File: config.mk
export PLATFORM = sky130hd
export DESIGN_NAME = dcs_debug_host
export DESIGN_NICKNAME = d
export VERILOG_FILES = /design/src/dcs_pkg.sv /design/src/dcs_tck_step.sv /design/src/dcs_debug_host.sv
export SDC_FILE = /design/constraint.sdc
export NUM_CORES = 1
export LEC_CHECK = 0
export BUFFER_PORTS_ARGS = -buffer_cell sky130_fd_sc_hd__buf_2
export CAP_MARGIN = 20
export CORE_AREA = 3 3 186 188
export CTS_CLUSTER_DIAMETER = 120
export DETAILED_ROUTE_END_ITERATION = 12
export DIE_AREA = 0 0 189 191
export PLACE_DENSITY = 0.57
export SLEW_MARGIN = 20
export SYNTH_ARGS = -nofsm -noshare
export SYNTH_HDL_FRONTEND = slang
export SYNTH_SLANG_ARGS = --single-unit
File: constraint.sdc
create_clock -name mclk -period 3.5 [get_ports mclk]
set_input_delay 0.7 -clock mclk [delete_from_list [all_inputs] [get_ports mclk]]
set_output_delay 0.7 -clock mclk [all_outputs]
set_load 0.02 [all_outputs]
File: src/dcs_pkg.sv
/*
  Shared constants and types for the debug clock switch host controller.
  Assumes a 40 MHz mclk and a device whose test port follows the usual
  four-bit instruction, five-bit chain select and least-significant-bit-first
  shifting.
*/
package dcs_pkg;
	// Clock and test clock timing.
	localparam int CLK_PERIOD_NS = 25;
	localparam int TCK_PERIOD_NS = 200;
	localparam int TCK_HALF_CYC = TCK_PERIOD_NS / (2 * CLK_PERIOD_NS);
	// Scan lengths.
	localparam int IR_LEN = 4;
	localparam int SEL_LEN = 5;
	localparam int CH1_LEN = 67;
	localparam int CH2_LEN = 38;
	// Test port instruction codes; plain defaults, not taken from any part.
	localparam logic [3:0] IR_SCAN_N = 4'h2;
	localparam logic [3:0] IR_INTEST = 4'hc;
	localparam logic [3:0] IR_RESTART = 4'h4;
	// Chain numbers and the status register address on chain 2.
	localparam logic [4:0] CHAIN_DEBUG = 5'h01;
	localparam logic [4:0] CHAIN_ICE = 5'h02;
	localparam logic [4:0] STATUS_ADDR = 5'h01;
	// Field layout of chain 1 and chain 2.
	localparam int INS_LSB = 1;
	localparam int SYS_BIT = 33;
	localparam int DAT_LSB = 35;
	localparam int CH2_ADDR_LSB = 32;
	localparam int CH2_RW_BIT = 37;
	localparam int DONE_BIT = 3;
	localparam int HALF_STATE_BIT = 4;
	localparam logic [31:0] NOP_INSTR = 32'he1a00000;
	// Test mode select walks, sent lowest bit first.
	localparam logic [5:0] TMS_RESET_PAT = 6'h1f;
	localparam logic [2:0] TMS_RESET_LEN = 3'h6;
	localparam logic [5:0] TMS_IR_PAT = 6'h03;
	localparam logic [2:0] TMS_IR_LEN = 3'h4;
	localparam logic [5:0] TMS_DR_PAT = 6'h01;
	localparam logic [2:0] TMS_DR_LEN = 3'h3;
	// Own register map.
	localparam logic [7:0] A_CTRL = 8'h00;
	localparam logic [7:0] A_INSTR = 8'h04;
	localparam logic [7:0] A_CMD = 8'h08;
	localparam logic [7:0] A_STATUS = 8'h0c;
	localparam logic [7:0] A_DATA = 8'h10;
	localparam logic [7:0] A_DBGST = 8'h14;
	localparam int CTRL_HOLD = 0;
	localparam int CTRL_DUP = 1;
	localparam int CTRL_AUTORST = 2;
	localparam int ST_ERR = 5;
	// Command codes written to the command register.
	localparam logic [2:0] CMD_INJECT = 3'h1;
	localparam logic [2:0] CMD_SYSTEM_SPEED_FLAG = 3'h2;
	localparam logic [2:0] CMD_RESUME = 3'h3;
	localparam logic [2:0] CMD_POLL = 3'h4;
	localparam logic [2:0] CMD_TAPRESET = 3'h5;
	localparam logic [4:0] RST_PULSE_CYC = 5'h10;
	// Register port request and test port pins.
	typedef struct packed {
		logic [7:0] addr;
		logic [31:0] wdata;
		logic wr;
		logic rd;
	} dcs_bus_t;
	typedef struct packed {
		logic tck;
		logic tms;
		logic tdi;
	} dcs_jtag_t;
endpackage

File: src/dcs_tck_step.sv
/*
  One test clock period per request: sets TMS and TDI with TCK low, raises
  TCK, samples TDO near the end of the high phase and lowers TCK.
  Assumes TDO changes only on the falling edge of TCK.
*/
`timescale 1ns/1ps
module dcs_tck_step (
	input wire logic mclk, // System clock.
	input wire logic reset_n, // Asynchronous reset, active low.
	input wire logic step_req, // Start one test clock period.
	input wire logic step_tms, // Mode select for this period.
	input wire logic step_tdi, // Data in for this period.
	input wire logic tdo_pin, // Data out pin of the device.
	output dcs_pkg::dcs_jtag_t jtag, // Driven test port pins.
	output logic step_done, // Pulse when the period ends.
	output logic tdo_bit // Sampled data out.
);
	import dcs_pkg::*;
	typedef enum logic [1:0] {ST_IDLE, ST_LOW, ST_HIGH} dcs_step_t;
	localparam logic [3:0] HALF_LAST = 4'(TCK_HALF_CYC - 1);
	dcs_step_t st_reg;
	logic [3:0] cnt_reg;
	logic tck_reg, tms_reg, tdi_reg, done_reg, tdo_reg;
	logic tdo_s1_reg, tdo_s2_reg;
	logic last;

	// End of a half period.
	assign last = (cnt_reg == HALF_LAST);

	// Phase sequencing of one period.
	always_ff @(posedge mclk or negedge reset_n) begin
		if (!reset_n) begin
			st_reg <= ST_IDLE;
			cnt_reg <= 4'h0;
		end else begin
			unique case (st_reg)
				ST_IDLE: begin
					cnt_reg <= 4'h0;
					if (step_req) st_reg <= ST_LOW;
				end
				ST_LOW, ST_HIGH: begin
					cnt_reg <= last ? 4'h0 : cnt_reg + 4'h1;
					if (last) st_reg <= (st_reg == ST_LOW) ? ST_HIGH : ST_IDLE;
				end
			endcase
		end
	end

	// Pin drive and data out sampling.
	always_ff @(posedge mclk or negedge reset_n) begin
		if (!reset_n) begin
			tck_reg <= 1'b0;
			tms_reg <= 1'b1;
			tdi_reg <= 1'b0;
			done_reg <= 1'b0;
			tdo_reg <= 1'b0;
		end else begin
			done_reg <= (st_reg == ST_HIGH) && last;
			if (st_reg == ST_IDLE && step_req) begin
				tms_reg <= step_tms;
				tdi_reg <= step_tdi;
			end
			if (st_reg == ST_LOW && last) tck_reg <= 1'b1;
			if (st_reg == ST_HIGH && last) begin
				tck_reg <= 1'b0;
				tdo_reg <= tdo_s2_reg;
			end
		end
	end

	// Two-stage synchroniser for the data out pin.
	always_ff @(posedge mclk or negedge reset_n) begin
		if (!reset_n) begin
			tdo_s1_reg <= 1'b0;
			tdo_s2_reg <= 1'b0;
		end else begin
			tdo_s1_reg <= tdo_pin;
			tdo_s2_reg <= tdo_s1_reg;
		end
	end

	// Outputs.
	assign jtag = '{tck: tck_reg, tms: tms_reg, tdi: tdi_reg};
	assign step_done = done_reg;
	assign tdo_bit = tdo_reg;

	tck_high_a: assert property (@(posedge mclk) disable iff (!reset_n)
		$rose(tck_reg) |-> tck_reg[*4] ##1 !tck_reg) else $error("TCK high phase wrong");
	done_pulse_a: assert property (@(posedge mclk) disable iff (!reset_n)
		step_done |-> ##1 !step_done ##0 !tck_reg) else $error("Step done not a pulse");
endmodule // dcs_tck_step

File: src/dcs_debug_host.sv
/*
  Debug host controller: walks the device test port to inject instructions,
  run system-speed accesses, resume and read the debug status register.
  Assumes a device that switches its own core clock and a software master
  on the plain register port.
*/
// The register offsets and strobed register access were left to the implementer.
`timescale 1ns/1ps
module dcs_debug_host (
	input wire logic mclk, // System clock, 40 MHz.
	input wire logic reset_n, // Asynchronous reset, active low.
	input dcs_pkg::dcs_bus_t bus, // Register port request.
	output logic [31:0] rdata, // Read data, one cycle after read.
	output dcs_pkg::dcs_jtag_t jtag, // Test port pins to the device.
	input wire logic tdo, // Test data out from the device.
	input wire logic debug_acknowledge, // Device is in debug state.
	output logic memory_clock_hold, // Holds the memory clock low.
	output logic system_reset_req // System reset request.
);
	import dcs_pkg::*;
	typedef enum logic [3:0] {C_IDLE, C_RESET, C_IR_SCANN, C_DR_CHAIN, C_IR_INTEST,
		C_INSTR, C_NOP, C_RESTART, C_POLL_ADDR, C_POLL_READ} dcs_cmd_t;
	typedef enum logic [1:0] {E_IDLE, E_PRE, E_SHIFT, E_POST} dcs_eng_t;
	dcs_cmd_t cmd_st_reg;
	dcs_eng_t eng_st_reg;
	logic [2:0] op_reg;
	logic [4:0] chain_reg;
	logic [31:0] instr_reg, data_reg, dbgst_reg, rdata_reg;
	logic hold_reg, dup_reg, autorst_reg, err_reg, flag_reg, ir_restart_reg;
	logic launched_reg, wait_reg, eng_done_reg;
	logic [6:0] idx_reg, len_reg;
	logic [5:0] pat_reg;
	logic [2:0] plen_reg;
	logic [CH1_LEN-1:0] sh_reg, cap_reg;
	logic [4:0] rst_cnt_reg;
	logic ack_s1_reg, ack_s2_reg;
	logic [5:0] p_pat;
	logic [2:0] p_len;
	logic [6:0] p_slen;
	logic [CH1_LEN-1:0] p_data;
	logic [31:0] ins_eff;
	logic step_req, step_tms, step_tdi, step_done, tdo_bit;
	logic start, cmd_wr, accept, busy;

	// Debug step class: data processing, single or multiple loads and stores.
	function automatic logic dbg_legal(input logic [31:0] ins);
		dbg_legal = (ins[27:26] != 2'b11) && (ins[27:25] != 3'b101);
	endfunction
	// System-speed class: single or multiple loads and stores only.
	function automatic logic sys_legal(input logic [31:0] ins);
		sys_legal = (ins[27:26] == 2'b01) || (ins[27:25] == 3'b100);
	endfunction

	// Synchroniser for the debug acknowledge pin.
	always_ff @(posedge mclk or negedge reset_n) begin
		if (!reset_n) begin
			ack_s1_reg <= 1'b0;
			ack_s2_reg <= 1'b0;
		end else begin
			ack_s1_reg <= debug_acknowledge;
			ack_s2_reg <= ack_s1_reg;
		end
	end

	// Command acceptance; stepping needs the device in debug state.
	assign busy = (cmd_st_reg != C_IDLE);
	assign cmd_wr = bus.wr && (bus.addr == A_CMD) && !busy;
	always_comb begin
		unique case (bus.wdata[2:0])
			CMD_INJECT: accept = ack_s2_reg && (dup_reg || dbg_legal(instr_reg));
			CMD_SYSTEM_SPEED_FLAG: accept = ack_s2_reg && (dup_reg || sys_legal(instr_reg));
			CMD_RESUME, CMD_POLL, CMD_TAPRESET: accept = 1'b1;
			default: accept = 1'b0;
		endcase
	end

	// Half-width instructions are copied into both halves.
	assign ins_eff = dup_reg ? {instr_reg[15:0], instr_reg[15:0]} : instr_reg;

	// Scan parameters for the current command step.
	always_comb begin
		p_pat = TMS_DR_PAT;
		p_len = TMS_DR_LEN;
		p_slen = 7'h00;
		p_data = '0;
		unique case (cmd_st_reg)
			C_IDLE: ;
			C_RESET: begin
				p_pat = TMS_RESET_PAT;
				p_len = TMS_RESET_LEN;
			end
			C_IR_SCANN, C_IR_INTEST, C_RESTART: begin
				p_pat = TMS_IR_PAT;
				p_len = TMS_IR_LEN;
				p_slen = 7'(IR_LEN);
				p_data[3:0] = (cmd_st_reg == C_IR_SCANN) ? IR_SCAN_N :
					(cmd_st_reg == C_IR_INTEST) ? IR_INTEST : IR_RESTART;
			end
			C_DR_CHAIN: begin
				p_slen = 7'(SEL_LEN);
				p_data[4:0] = chain_reg;
			end
			C_INSTR: begin
				p_slen = 7'(CH1_LEN);
				p_data[INS_LSB+:32] = ins_eff;
				p_data[SYS_BIT] = 1'b0;
			end
			C_NOP: begin
				p_slen = 7'(CH1_LEN);
				p_data[INS_LSB+:32] = NOP_INSTR;
				p_data[SYS_BIT] = 1'b1;
			end
			C_POLL_ADDR, C_POLL_READ: begin
				p_slen = 7'(CH2_LEN);
				p_data[CH2_ADDR_LSB+:5] = STATUS_ADDR;
				p_data[CH2_RW_BIT] = 1'b0;
			end
		endcase
	end

	// Command sequencing through the test port.
	always_ff @(posedge mclk or negedge reset_n) begin
		if (!reset_n) begin
			cmd_st_reg <= C_RESET;
			op_reg <= CMD_TAPRESET;
			chain_reg <= CHAIN_DEBUG;
		end else if (cmd_wr && accept) begin
			op_reg <= bus.wdata[2:0];
			chain_reg <= (bus.wdata[2:0] == CMD_POLL) ? CHAIN_ICE : CHAIN_DEBUG;
			unique case (bus.wdata[2:0])
				CMD_RESUME: cmd_st_reg <= C_RESTART;
				CMD_TAPRESET: cmd_st_reg <= C_RESET;
				default: cmd_st_reg <= C_IR_SCANN;
			endcase
		end else if (eng_done_reg) begin
			unique case (cmd_st_reg)
				C_IDLE, C_RESET: cmd_st_reg <= C_IDLE;
				C_IR_SCANN: cmd_st_reg <= C_DR_CHAIN;
				C_DR_CHAIN: cmd_st_reg <= C_IR_INTEST;
				C_IR_INTEST: cmd_st_reg <= (chain_reg == CHAIN_DEBUG) ? C_INSTR : C_POLL_ADDR;
				C_INSTR: cmd_st_reg <= (op_reg == CMD_SYSTEM_SPEED_FLAG) ? C_NOP : C_IDLE;
				C_NOP: cmd_st_reg <= C_RESTART;
				C_RESTART: begin
					// After the flagged access the device re-enters debug by itself.
					cmd_st_reg <= (op_reg == CMD_SYSTEM_SPEED_FLAG) ? C_IR_SCANN : C_IDLE;
					chain_reg <= CHAIN_ICE;
				end
				C_POLL_ADDR: cmd_st_reg <= C_POLL_READ;
				C_POLL_READ: begin
					// The access may stall for ever, so keep polling the done bit.
					if (op_reg == CMD_SYSTEM_SPEED_FLAG && !cap_reg[DONE_BIT]) begin
						cmd_st_reg <= C_POLL_ADDR;
					end else begin
						cmd_st_reg <= C_IDLE;
					end
				end
			endcase
		end
	end

	// Scan engine: mode walk, shift with exit on the last bit, update to idle.
	assign start = busy && (eng_st_reg == E_IDLE) && !launched_reg;
	always_ff @(posedge mclk or negedge reset_n) begin
		if (!reset_n) begin
			eng_st_reg <= E_IDLE;
			launched_reg <= 1'b0;
			wait_reg <= 1'b0;
			eng_done_reg <= 1'b0;
			idx_reg <= 7'h00;
			len_reg <= 7'h00;
			pat_reg <= 6'h00;
			plen_reg <= 3'h0;
			sh_reg <= '0;
		end else begin
			eng_done_reg <= 1'b0;
			if (eng_done_reg) launched_reg <= 1'b0;
			if (start) begin
				launched_reg <= 1'b1;
				eng_st_reg <= E_PRE;
				idx_reg <= 7'h00;
				pat_reg <= p_pat;
				plen_reg <= p_len;
				len_reg <= p_slen;
				sh_reg <= p_data;
			end else if (step_req) begin
				wait_reg <= 1'b1;
			end else if (step_done) begin
				wait_reg <= 1'b0;
				idx_reg <= idx_reg + 7'h01;
				unique case (eng_st_reg)
					E_IDLE: ;
					E_PRE: begin
						if (idx_reg[2:0] == plen_reg - 3'h1) begin
							idx_reg <= 7'h00;
							eng_st_reg <= (len_reg == 7'h00) ? E_IDLE : E_SHIFT;
							eng_done_reg <= (len_reg == 7'h00);
						end
					end
					E_SHIFT: begin
						if (idx_reg == len_reg - 7'h01) begin
							idx_reg <= 7'h00;
							eng_st_reg <= E_POST;
						end
					end
					E_POST: begin
						if (idx_reg == 7'h01) begin
							eng_st_reg <= E_IDLE;
							eng_done_reg <= 1'b1;
						end
					end
				endcase
			end
		end
	end

	// Captured data out bits, one per shifted bit.
	always_ff @(posedge mclk or negedge reset_n) begin
		if (!reset_n) begin
			cap_reg <= '0;
		end else if (step_done && eng_st_reg == E_SHIFT) begin
			cap_reg[idx_reg] <= tdo_bit;
		end
	end

	// Step request and pin values for the current position.
	assign step_req = (eng_st_reg != E_IDLE) && !wait_reg && !start;
	always_comb begin
		step_tdi = 1'b0;
		unique case (eng_st_reg)
			E_IDLE: step_tms = 1'b0;
			E_PRE: step_tms = pat_reg[idx_reg[2:0]];
			E_SHIFT: begin
				step_tms = (idx_reg == len_reg - 7'h01);
				step_tdi = sh_reg[idx_reg];
			end
			E_POST: step_tms = (idx_reg == 7'h00);
		endcase
	end

	dcs_tck_step u_step (
		.mclk(mclk),
		.reset_n(reset_n),
		.step_req(step_req),
		.step_tms(step_tms),
		.step_tdi(step_tdi),
		.tdo_pin(tdo),
		.jtag(jtag),
		.step_done(step_done),
		.tdo_bit(tdo_bit)
	);

	// Results of completed scans.
	always_ff @(posedge mclk or negedge reset_n) begin
		if (!reset_n) begin
			data_reg <= 32'h0;
			dbgst_reg <= 32'h0;
			flag_reg <= 1'b0;
			ir_restart_reg <= 1'b0;
		end else if (eng_done_reg) begin
			if (cmd_st_reg == C_INSTR || cmd_st_reg == C_NOP) begin
				data_reg <= cap_reg[DAT_LSB+:32];
				flag_reg <= cap_reg[SYS_BIT];
			end
			if (cmd_st_reg == C_POLL_READ) dbgst_reg <= cap_reg[31:0];
			if (cmd_st_reg == C_RESTART) ir_restart_reg <= 1'b1;
			else if (cmd_st_reg inside {C_RESET, C_IR_SCANN, C_IR_INTEST}) ir_restart_reg <= 1'b0;
		end
	end

	// Control bits; the memory clock is released only once resume is selected.
	always_ff @(posedge mclk or negedge reset_n) begin
		if (!reset_n) begin
			hold_reg <= 1'b0;
			dup_reg <= 1'b0;
			autorst_reg <= 1'b0;
			instr_reg <= 32'h0;
		end else if (bus.wr) begin
			if (bus.addr == A_CTRL) begin
				hold_reg <= bus.wdata[CTRL_HOLD] || (hold_reg && !ir_restart_reg);
				dup_reg <= bus.wdata[CTRL_DUP];
				autorst_reg <= bus.wdata[CTRL_AUTORST];
			end
			if (bus.addr == A_INSTR) instr_reg <= bus.wdata;
		end
	end

	// Refused command flag; a new refusal wins over a clear.
	always_ff @(posedge mclk or negedge reset_n) begin
		if (!reset_n) begin
			err_reg <= 1'b0;
		end else if (bus.wr && bus.addr == A_CMD && (busy || !accept)) begin
			err_reg <= 1'b1;
		end else if (bus.wr && bus.addr == A_STATUS && bus.wdata[ST_ERR]) begin
			err_reg <= 1'b0;
		end
	end

	// System reset pulse after a resume when enabled.
	always_ff @(posedge mclk or negedge reset_n) begin
		if (!reset_n) begin
			rst_cnt_reg <= 5'h00;
		end else if (eng_done_reg && cmd_st_reg == C_RESTART && op_reg == CMD_RESUME
			&& autorst_reg) begin
			rst_cnt_reg <= RST_PULSE_CYC;
		end else if (rst_cnt_reg != 5'h00) begin
			rst_cnt_reg <= rst_cnt_reg - 5'h01;
		end
	end

	// Register read data, valid the cycle after the read strobe.
	always_ff @(posedge mclk or negedge reset_n) begin
		if (!reset_n) begin
			rdata_reg <= 32'h0;
		end else if (bus.rd) begin
			unique case (bus.addr)
				A_CTRL: rdata_reg <= {29'h0, autorst_reg, dup_reg, hold_reg};
				A_INSTR: rdata_reg <= instr_reg;
				A_STATUS: rdata_reg <= {25'h0, hold_reg, err_reg, flag_reg,
					dbgst_reg[HALF_STATE_BIT], dbgst_reg[DONE_BIT], ack_s2_reg, busy};
				A_DATA: rdata_reg <= data_reg;
				A_DBGST: rdata_reg <= dbgst_reg;
				default: rdata_reg <= 32'h0;
			endcase
		end else begin
			rdata_reg <= 32'h0;
		end
	end

	// Outputs.
	assign rdata = rdata_reg;
	assign memory_clock_hold = hold_reg;
	assign system_reset_req = (rst_cnt_reg != 5'h00);

	hold_release_a: assert property (@(posedge mclk) disable iff (!reset_n)
		$fell(hold_reg) |-> $past(ir_restart_reg)) else $error("Hold released early");
	ch1_length_a: assert property (@(posedge mclk) disable iff (!reset_n)
		(eng_st_reg == E_SHIFT && step_req && step_tms && cmd_st_reg == C_INSTR)
		|-> idx_reg == 7'h42) else $error("Chain 1 scan not 67 bits");
	nop_flag_a: assert property (@(posedge mclk) disable iff (!reset_n)
		(eng_st_reg == E_SHIFT && step_req && idx_reg == 7'h21)
		|-> (cmd_st_reg == C_NOP) == step_tdi || cmd_st_reg != C_NOP && cmd_st_reg != C_INSTR)
		else $error("System speed flag wrong");
	sys_legal_a: assert property (@(posedge mclk) disable iff (!reset_n)
		(cmd_wr && accept && bus.wdata[2:0] == CMD_SYSTEM_SPEED_FLAG) |-> ##1
		cmd_st_reg == C_IR_SCANN && (dup_reg || sys_legal(instr_reg)))
		else $error("Illegal system speed instruction");
	inject_legal_a: assert property (@(posedge mclk) disable iff (!reset_n)
		(cmd_st_reg == C_INSTR && start) |-> (dup_reg || dbg_legal(instr_reg)) && ack_s2_reg)
		else $error("Illegal debug instruction");
	restart_order_a: assert property (@(posedge mclk) disable iff (!reset_n)
		($rose(cmd_st_reg == C_RESTART) && op_reg == CMD_SYSTEM_SPEED_FLAG)
		|-> $past(cmd_st_reg) == C_NOP) else $error("Resume before last instruction");
	poll_loop_a: assert property (@(posedge mclk) disable iff (!reset_n)
		(eng_done_reg && cmd_st_reg == C_POLL_READ && op_reg == CMD_SYSTEM_SPEED_FLAG
		&& !cap_reg[DONE_BIT]) |=> cmd_st_reg == C_POLL_ADDR && start)
		else $error("Polling stopped early");
	dup_halves_a: assert property (@(posedge mclk) disable iff (!reset_n)
		(start && cmd_st_reg == C_INSTR && dup_reg) |=> sh_reg[16:1] == sh_reg[32:17])
		else $error("Half-width copy missing");
endmodule // dcs_debug_host

==> flow_summary.yaml, run 1 <==
layout:
  multi_input_area_sq_um: 5648
  seqCellArea_sq_um: 7113
  fillers: 3105
  layout-drive-gt1-share_pct: 29.34
  syn_to_final_growth_pct: 14.81
  antenna_cells: 0
  largest_reg_flops: 65
  fin_nets: 1263
  fin_area_sq_um: 15090
synthesis:
  ys_types: 66
  synth_flop_cell: "dfrtp_1"
  syn_inst: 1125
  synth_edf_count: 0
  synth_fp_nets: 1189
  yosysSeqAreaShare_pct: 54.13
  yosys_warnings: 0
  netlist_top_cells_area: "dfrtp_1, mux2_2, nor2_1"
  synth_top_area_share_pct: 53.13
  syn_area_sq_um: 13140
  synth_most_common_cell: "dfrtp_1"
  synth_common_cells: "dfrtp_1, mux2_2, nor2_1"
  yosysTopAreaCell: "dfrtp_1"
  syn_area_per_cell_sq_um: 11.68
  ys_ff_latch: 284
  synthArstFlopShare_pct: 100.0
global_routing:
  grt_first_pass_wirelength_um: 53790
  grt_antenna_before_repair: 0
  track_usage_pct: 18.85
  grt_max_degree: 86
  grt_overflow: 0
  grt_pass1_vias: 9032
critical_path:
  worst-setup-path-type: "register to register"
  cp_max_fo: 8
  cp.arrival_ns: 3.03
  cp.required_ns: 3.93
  cp-start-kind: "register"
  end_kind: "register"
clocking:
  cts_setup_buffers: 0
  cts.sinks: 284
  clock_tree.root_cell: "clkbuf_16"
  numCtsBuffers: 31
  ctsResizeCount: 0
  clk_pin_slew_ns: 0.06
  hold_buffers: 0
  cts_tree: "yes"
  cts-htree-levels: 1
  insertion_delay_ns: 0.56
  clk_path_buf_depth: 3
drt:
  vias: 8924
  wl_um: 33830
  avgRoutedWirePerCell_um: 20.28
  drc: 0
  viasPerCell: 5.350
  ant_nets: 0
  first_pass_iters: 5
  drt_iter0_drc: 554
sta:
  layout_min_cycle_time_ns: 2.601
  fmax_mhz: 384.5
  rsz0062_at_grt: "false"
  final-setup-viol-count: 0
  period_share_pct: 74.32
  totalNegativeSetupSlack_ns: 0
  slew_violations: 0
  finalHoldViolations: 0
  relSlewSlack_pct: 43.84
  finalClockSkew_ns: 0.01860
  worstMarginPinSlew_ns: 0.8424
job:
  drv_cap: 0
placed_design:
  port_buffers: 82
  placed_area_sq_um: 14100
  hpwl_um: 22390
  place_congestion: 0.7913
power_and_ir_drop:
  ir_drop_v: 0.0002790
  pwr_density_cell_nw_per_um2: 444.0
  p_leak_nw: 7.217
die:
  initial_core_util_pct: 39.48
  die_area_sq_um: 36100
  core_sq_um: 33280
  dieHeight_um: 191
  die_w_um: 189
  pin_count: 83
  fp-row-count: 67
min_path:
  hp-class: "input port to async pin"
status:
  outcome: "finished clean"
-- report_power, final --
part / internal, W / switching (W) / total (W) / leakage (nW)
clock network: 0.00188 / 0.00128 / 0.00316 / 0.484
logic: 0.0000628 / 0.000123 / 0.000186 / 2.88
registers: 0.00331 / 0.0000442 / 0.00335 / 3.85
-- final cells by class --
type                       instances  share of cell area, %
clock buffer                      50                  6.212
clock inverter                     4                 0.2986
inverter                          27                 0.6718
multi-input combinational        745                  37.44
sequential                       284                  47.15
tap                              448                  3.716
timing repair buffer             110                  4.512
-- metrics by stage --
step	setup slack [ns]	hold WS, ns	util, %	std cells	total power (W)
2_1_floorplan	1.054	0.3312	-	1125	0.003451
3_3_place_gp	0.7421	0.3355	42.38	1614	0.003603
3_5_place_dp	0.6951	0.3419	42.38	1614	0.003604
4_1_cts	0.9321	0.09491	45.33	1668	0.006790
5_1_grt	0.7076	0.1144	45.33	1668	0.006945
6_report	0.8989	0.08790	45.33	1668	0.006697
-- logic make-up after synthesis --
group | share of synthesized area [%]
AND/OR/NAND/NOR | 11.02
flip-flops | 54.13
multiplexers | 20.49
AO/OA/AOI/OAI | 8.094
buffers and inverters | 3.104
XOR/XNOR | 1.447
adder cells (fa/ha/maj) | 1.714
-- layout by cell type (no fill, tap or decap), drive strengths merged, types with 18 or more instances in the layout --
| cell | synthesis | routed |
|---|---|---|
| ha | 18 | 18 |
| nand2 | 89 | 89 |
| inv | 27 | 27 |
| nor3 | 19 | 19 |
| dfrtp | 279 | 279 |
| o31ai | 18 | 18 |
| nor2 | 123 | 123 |
| nand3 | 33 | 33 |
| o21ai | 26 | 26 |
| a21oi | 25 | 25 |
| clkbuf | 45 | 50 |
| a22oi | 33 | 33 |
| mux2 | 210 | 210 |
| buf | 24 | 110 |
-- routing by layer --
layer	GRT usage [%]	vias up	part of all wire, %
met2	31.11	141	48
li1	-	4130	-
met3	2.219	58	3.2
met4	4.755	0	2.5
met5	0	-	0
met1	26.63	4595	47
-- worst paths after layout --
kind / startpoint / end / cells after the start / slack, ns
setup / recovery: eng_st_reg[0] / cap_reg[41] / 7 / 0.90
hold / removal: reset_n / rdata[10] / 1 / 0.09
setup reg to reg: eng_st_reg[0] / cap_reg[41] / 7 / 0.90
hold reg to reg: ack_s1_reg / ack_s2_reg / 0 / 0.35
max in group asynchronous: reset_n / instr_reg[25] / 2 / 2.59
min in group mclk: tdo / u_step.tdo_s1_reg / 1 / 0.26
-- worst max-delay path: stages, from the launching register on --
cell and delay, ns:
dfrtp_1 0.43, inv_1 0.13, ha_1 0.18, inv_1 0.12
nor3_1 0.42, nand3_1 0.54, nor2_1 0.29, mux2_2 0.35
Note: power is estimated with default switching activity, not from simulation.
==> run 2: changes to the inputs <==
--- a/config.mk
+++ b/config.mk
@@ -11,7 +11,7 @@
 export CTS_CLUSTER_DIAMETER = 120
 export DETAILED_ROUTE_END_ITERATION = 12
 export DIE_AREA = 0 0 189 191
-export PLACE_DENSITY = 0.57
+export PLACE_DENSITY = 0.59
 export SLEW_MARGIN = 20
 export SYNTH_ARGS = -nofsm -noshare
 export SYNTH_HDL_FRONTEND = slang
==> constraint.sdc (replaced) <==
create_clock -name mclk -period 2.3 [get_ports mclk]
set_input_delay 0.46 -clock mclk [delete_from_list [all_inputs] [get_ports mclk]]
set_output_delay 0.46 -clock mclk [all_outputs]
set_load 0.02 [all_outputs]
==> flow_summary.yaml, run 2 (same netlist as run 1, synthesis figures left out) <==
layout:
  syn_to_final_growth_pct: 18.60
  layout_common_cells: "dfrtp_1, mux2_2, nor2_1, nand2_1, buf_2"
  largest_reg_flops: 65
  fin_cells: 1708
  layout-drive-gt1-share_pct: 32.30
  fin_nets: 1301
  antenna_cells: 0
  final_common_cell: "dfrtp_1"
critical_path:
  cp.depth: 7
  cp_slowest_cell: "or4_1"
  cp-start-kind: "register"
  cp_top_family: "simple AND/OR/NAND/NOR gates"
  cp.required_ns: 2.75
  worst-setup-path-type: "register to register"
  cp.arrival_ns: 2.64
  path_cells: "inv_1 > ha_2 > buf_4 > nand4_1 > or4_1 > or3_1 > mux2_2"
  cpPeakStageDelay_ns: 0.45
  end_kind: "register"
  cp_max_fo: 5
  rr_worst_depth: 7
  path_buf_inv: 2
sta:
  worstMarginPinSlew_ns: 0.6634
  totalNegativeSetupSlack_ns: 0
  finalClockSkew_ns: 0.01477
  finalHoldViolations: 0
  rsz0062_at_grt: "false"
  layout_min_cycle_time_ns: 2.199
  worst_slack_ns: 0.1006
  fmax_mhz: 454.7
  holdWs_ns: 0.1115
  final-setup-viol-count: 0
  slew_violations: 0
  period_share_pct: 95.62
  relSlewSlack_pct: 55.78
drt:
  avgRoutedWirePerCell_um: 19.53
  ant_nets: 0
  first_pass_iters: 5
  drt_iter0_drc: 565
  vias: 9074
  drc: 0
  wl_um: 33360
  viasPerCell: 5.313
power_and_ir_drop:
  clockPowerShare_pct: 48.8
  pwr_density_cell_nw_per_um2: 676.2
  p_int_w: 0.008286
  switching_share_pct: 21.36
  p_leak_nw: 7.472
  p_sw_w: 0.002251
  p_comb_share_pct: 2.9
  ir_drop_v: 0.0005664
  p_seq_share_pct: 48.3
status:
  outcome: "finished clean"
clocking:
  insertion_delay_ns: 0.56
  clk_path_buf_depth: 3
  clock_tree.root_cell: "clkbuf_16"
  cts.sinks: 284
  cts_tree: "yes"
  numCtsBuffers: 30
  cts_setup_buffers: 0
  clk_pin_slew_ns: 0.06
  cts-htree-levels: 1
global_routing:
  grt_overflow: 0
  grt_antenna_before_repair: 0
  track_usage_pct: 18.60
  grt_pass1_vias: 9338
  grt_first_pass_wirelength_um: 53230
  grt_max_degree: 67
die:
  fp-row-count: 67
  die_area_sq_um: 36100
  initial_core_util_pct: 39.48
  core_sq_um: 33280
  dieHeight_um: 191
  pin_count: 83
  die_w_um: 189
min_path:
  hp-class: "input port to register"
  min_delay_path_depth: 2
placed_design:
  dpl_worst_slack_ns: 0.02016
  placedCellCount: 1650
  port_buffers: 82
  hpwl_um: 23040
  place_congestion: 0.8057
job:
  drv_cap: 0
run 2: cell type report:
| class | instances | area, sq um |
|---|---|---|
| Sequential cell | 284 | 7114 |
| Inverter | 27 | 101.3 |
| Fill cell | 3052 | 17700 |
| Multi-Input combinational cell | 745 | 5683 |
| Clock inverter | 14 | 202.7 |
| Tap cell | 448 | 560.5 |
| Clock buffer | 41 | 853.3 |
| Timing Repair Buffer | 149 | 1069 |
run 2: metal layers:
| layer | track usage, % | routed length [um] |
|---|---|---|
| met1 | 25.98 | 15370 |
| met2 | 31.14 | 16000 |
| met3 | 2.054 | 1192 |
| met4 | 4.698 | 804 |
| met5 | 0 | 0 |
run 2: worst register-to-register path, stage by stage (launching register included):
cell,delay (ns)
dfrtp_1,0.43
inv_1,0.13
ha_2,0.23
buf_4,0.17
nand4_1,0.08
or4_1,0.45
or3_1,0.34
mux2_2,0.27
run 2: stage by stage:
stage	total power (W)	instance area [sq um]	util [%]
after floorplan	0.005252	13140	-
after CTS	0.01067	15550	46.72
after detailed placement	0.005495	14460	43.45
after global routing	0.01090	15580	46.83
after global placement	0.005491	14460	43.45
final	0.01054	15580	46.83
run 2: what timing repair did:
item / 4_1_cts / 5_1_grt
endpoints found under the setup margin: 0 / 34
hold buffers: 3 / 0
gates resized for setup: 0 / 10
endpoints found under the hold margin: 42 / 0
run 2: power by group through the flow:
| stage | Sequential, W | Combinational (W) | Clock, W |
|---|---|---|---|
| after global placement | 0.00519 | 0.000305 | 0 |
| after global routing | 0.00509 | 0.000342 | 0.00547 |
| final | 0.00509 | 0.000303 | 0.00514 |
| after CTS | 0.00509 | 0.000315 | 0.00526 |
| after detailed placement | 0.00519 | 0.000309 | 0 |
| after floorplan | 0.00515 | 0.000104 | 0 |
run 2: path summary, 6_finish.rpt:
path	start	slack, ns	endpoint
min in group asynchronous	reset_n	0.40	dbgst_reg[10]
worst max register to register	eng_st_reg[0]	0.10	cap_reg[65]
worst min register to register	ack_s1_reg	0.35	ack_s2_reg
worst max-delay path	eng_st_reg[0]	0.10	cap_reg[65]
max in group asynchronous	reset_n	1.16	op_reg[0]
worst min-delay path	bus[21]	0.11	instr_reg[19]
==> run 3: changes to the inputs <==
==> constraint.sdc (replaced) <==
create_clock -name mclk -period 2 [get_ports mclk]
set_input_delay 0.4 -clock mclk [delete_from_list [all_inputs] [get_ports mclk]]
set_output_delay 0.4 -clock mclk [all_outputs]
set_load 0.02 [all_outputs]
==> flow_summary.yaml, run 3 (same netlist as run 1, synthesis figures left out) <==
status:
  outcome: "complete, but fails checks"
  violations: "setup timing"
critical_path:
  worst-setup-path-type: "register to register"
  cp-start-kind: "register"
  path_cells: "buf_4 > inv_1 > ha_1 > buf_4 > o21a_1 > a21oi_1 > a2111o_1 > o22a_1"
  end_kind: "register"
  cp_max_fo: 5
  cp_slowest_cell: "dfrtp_1"
  cp.arrival_ns: 2.52
  worst_r2r_startpoint: "eng_st_reg[1]"
  path_common_cell: "buf_4"
  cpPeakStageDelay_ns: 0.41
  cp.required_ns: 2.44
  crit_path_start: "eng_st_reg[1]"
global_routing:
  grt_max_degree: 67
  grt_overflow: 0
  grt_pass1_vias: 9620
  grt_first_pass_wirelength_um: 55500
  track_usage_pct: 19.37
  grt_antenna_before_repair: 0
drt:
  avgRoutedWirePerCell_um: 19.79
  drc: 0
  first_pass_iters: 5
  vias: 9322
  viasPerCell: 5.300
  wl_um: 34810
  drt_iter0_drc: 688
  ant_nets: 0
clocking:
  insertion_delay_ns: 0.58
  cts_tree: "yes"
  cts-htree-levels: 1
  clk_pin_slew_ns: 0.06
  numCtsBuffers: 31
  clock_tree.root_cell: "clkbuf_16"
  cts.sinks: 284
  clk_path_buf_depth: 3
sta:
  finalClockSkew_ns: 0.02699
  slew_violations: 0
  worstMarginPinSlew_ns: 0.4877
  rsz0062_at_grt: "true"
  fmax_mhz: 481.0
  layout_min_cycle_time_ns: 2.079
  worst_slack_ns: -0.07894
  period_share_pct: 103.9
  finalHoldViolations: 0
  totalNegativeSetupSlack_ns: -0.4316
  final-setup-viol-count: 8
  relSlewSlack_pct: 67.41
layout:
  fin_cells: 1759
  fillers: 2995
  antenna_cells: 0
  fin_nets: 1350
  seqCellArea_sq_um: 7114
  layout_common_cells: "dfrtp_1, mux2_2, nor2_1, buf_4, nand2_1"
  largest_reg_flops: 65
  final_common_cell: "dfrtp_1"
  multi_input_area_sq_um: 5881
  layout-drive-gt1-share_pct: 37.45
  syn_to_final_growth_pct: 23.76
die:
  die_w_um: 189
  initial_core_util_pct: 39.48
  dieHeight_um: 191
  core_sq_um: 33280
  pin_count: 83
  die_area_sq_um: 36100
  fp-row-count: 67
min_path:
  hp-class: "input port to register"
  min_from: "bus[24]"
placed_design:
  placedCellCount: 1690
  hpwl_um: 23700
  port_buffers: 82
  place_congestion: 0.8646
job:
  drv_cap: 0
power_and_ir_drop:
  p_leak_nw: 7.766
  ir_drop_v: 0.0006221
  pwr_density_cell_nw_per_um2: 756.7
-- run 3: area by class of cell --
type,count,area share [%]
multi-input cells,745,36.16
flip-flops and latches,284,43.75
inverters,27,0.6463
well taps,448,3.447
clock inverters,11,1.108
repair buffers,197,9.256
clock buffers,47,5.632
-- run 3: final timing paths --
path | depth (start not counted) | end | slack (ns)
worst min-delay path | 2 | instr_reg[22] | 0.03
min in group asynchronous | 2 | cap_reg[20] | 0.32
worst max register to register | 8 | eng_st_reg[0] | -0.08
worst max-delay path | 8 | eng_st_reg[0] | -0.08
max in group asynchronous | 3 | op_reg[0] | 1.03
worst min register to register | 0 | u_step.tdo_s2_reg | 0.35
-- run 3: routing by layer --
metal,vias up,global-route usage (%),routed length [um]
met5,-,0,0
met4,0,5.471,958
met3,50,2.879,1533
met2,206,32.37,16600
met1,4764,26.38,15720
li1,4302,-,-
-- run 3: power by group --
group	leakage (nW)	internal (W)	switching (W)
clock	0.536	0.00368	0.00239
sequential	3.85	0.00579	0.0000644
combinational	3.38	0.000137	0.000239
total	7.77	0.00961	0.00270
-- run 3: through the flow --
step                      area (sq um)  total power [W]  hold slack [ns]  utilization (%)  setup WS [ns]
after floorplan                  13180         0.006041           0.1044                -        -0.1285
after global placement           14830         0.006339           0.3240            44.55        -0.2651
after detailed placement         14830         0.006340           0.3232            44.55        -0.2726
after CTS                        16090          0.01244         0.002003            48.34        -0.1594
after global routing             16260          0.01273          0.01229            48.86        -0.2258
final                            16260          0.01231          0.02799            48.86       -0.07894
-- run 3: repair_timing --
| action | CTS | global route |
|---|---|---|
| hold buffers | 3 | 0 |
| endpoints found under the setup margin | 67 | 137 |
| pin swaps | 15 | 9 |
| hold endpoints to repair | 36 | 0 |
| resized for setup | 22 | 38 |
| buffers inserted | 4 | 4 |
-- run 3: worst max-delay path: cells and delay by family, from the launching register on --
family          cells  cell delay, ns
flops               1            0.41
compound gates      4            0.90
fa+ha+maj           1            0.24
buf+inv             3            0.42
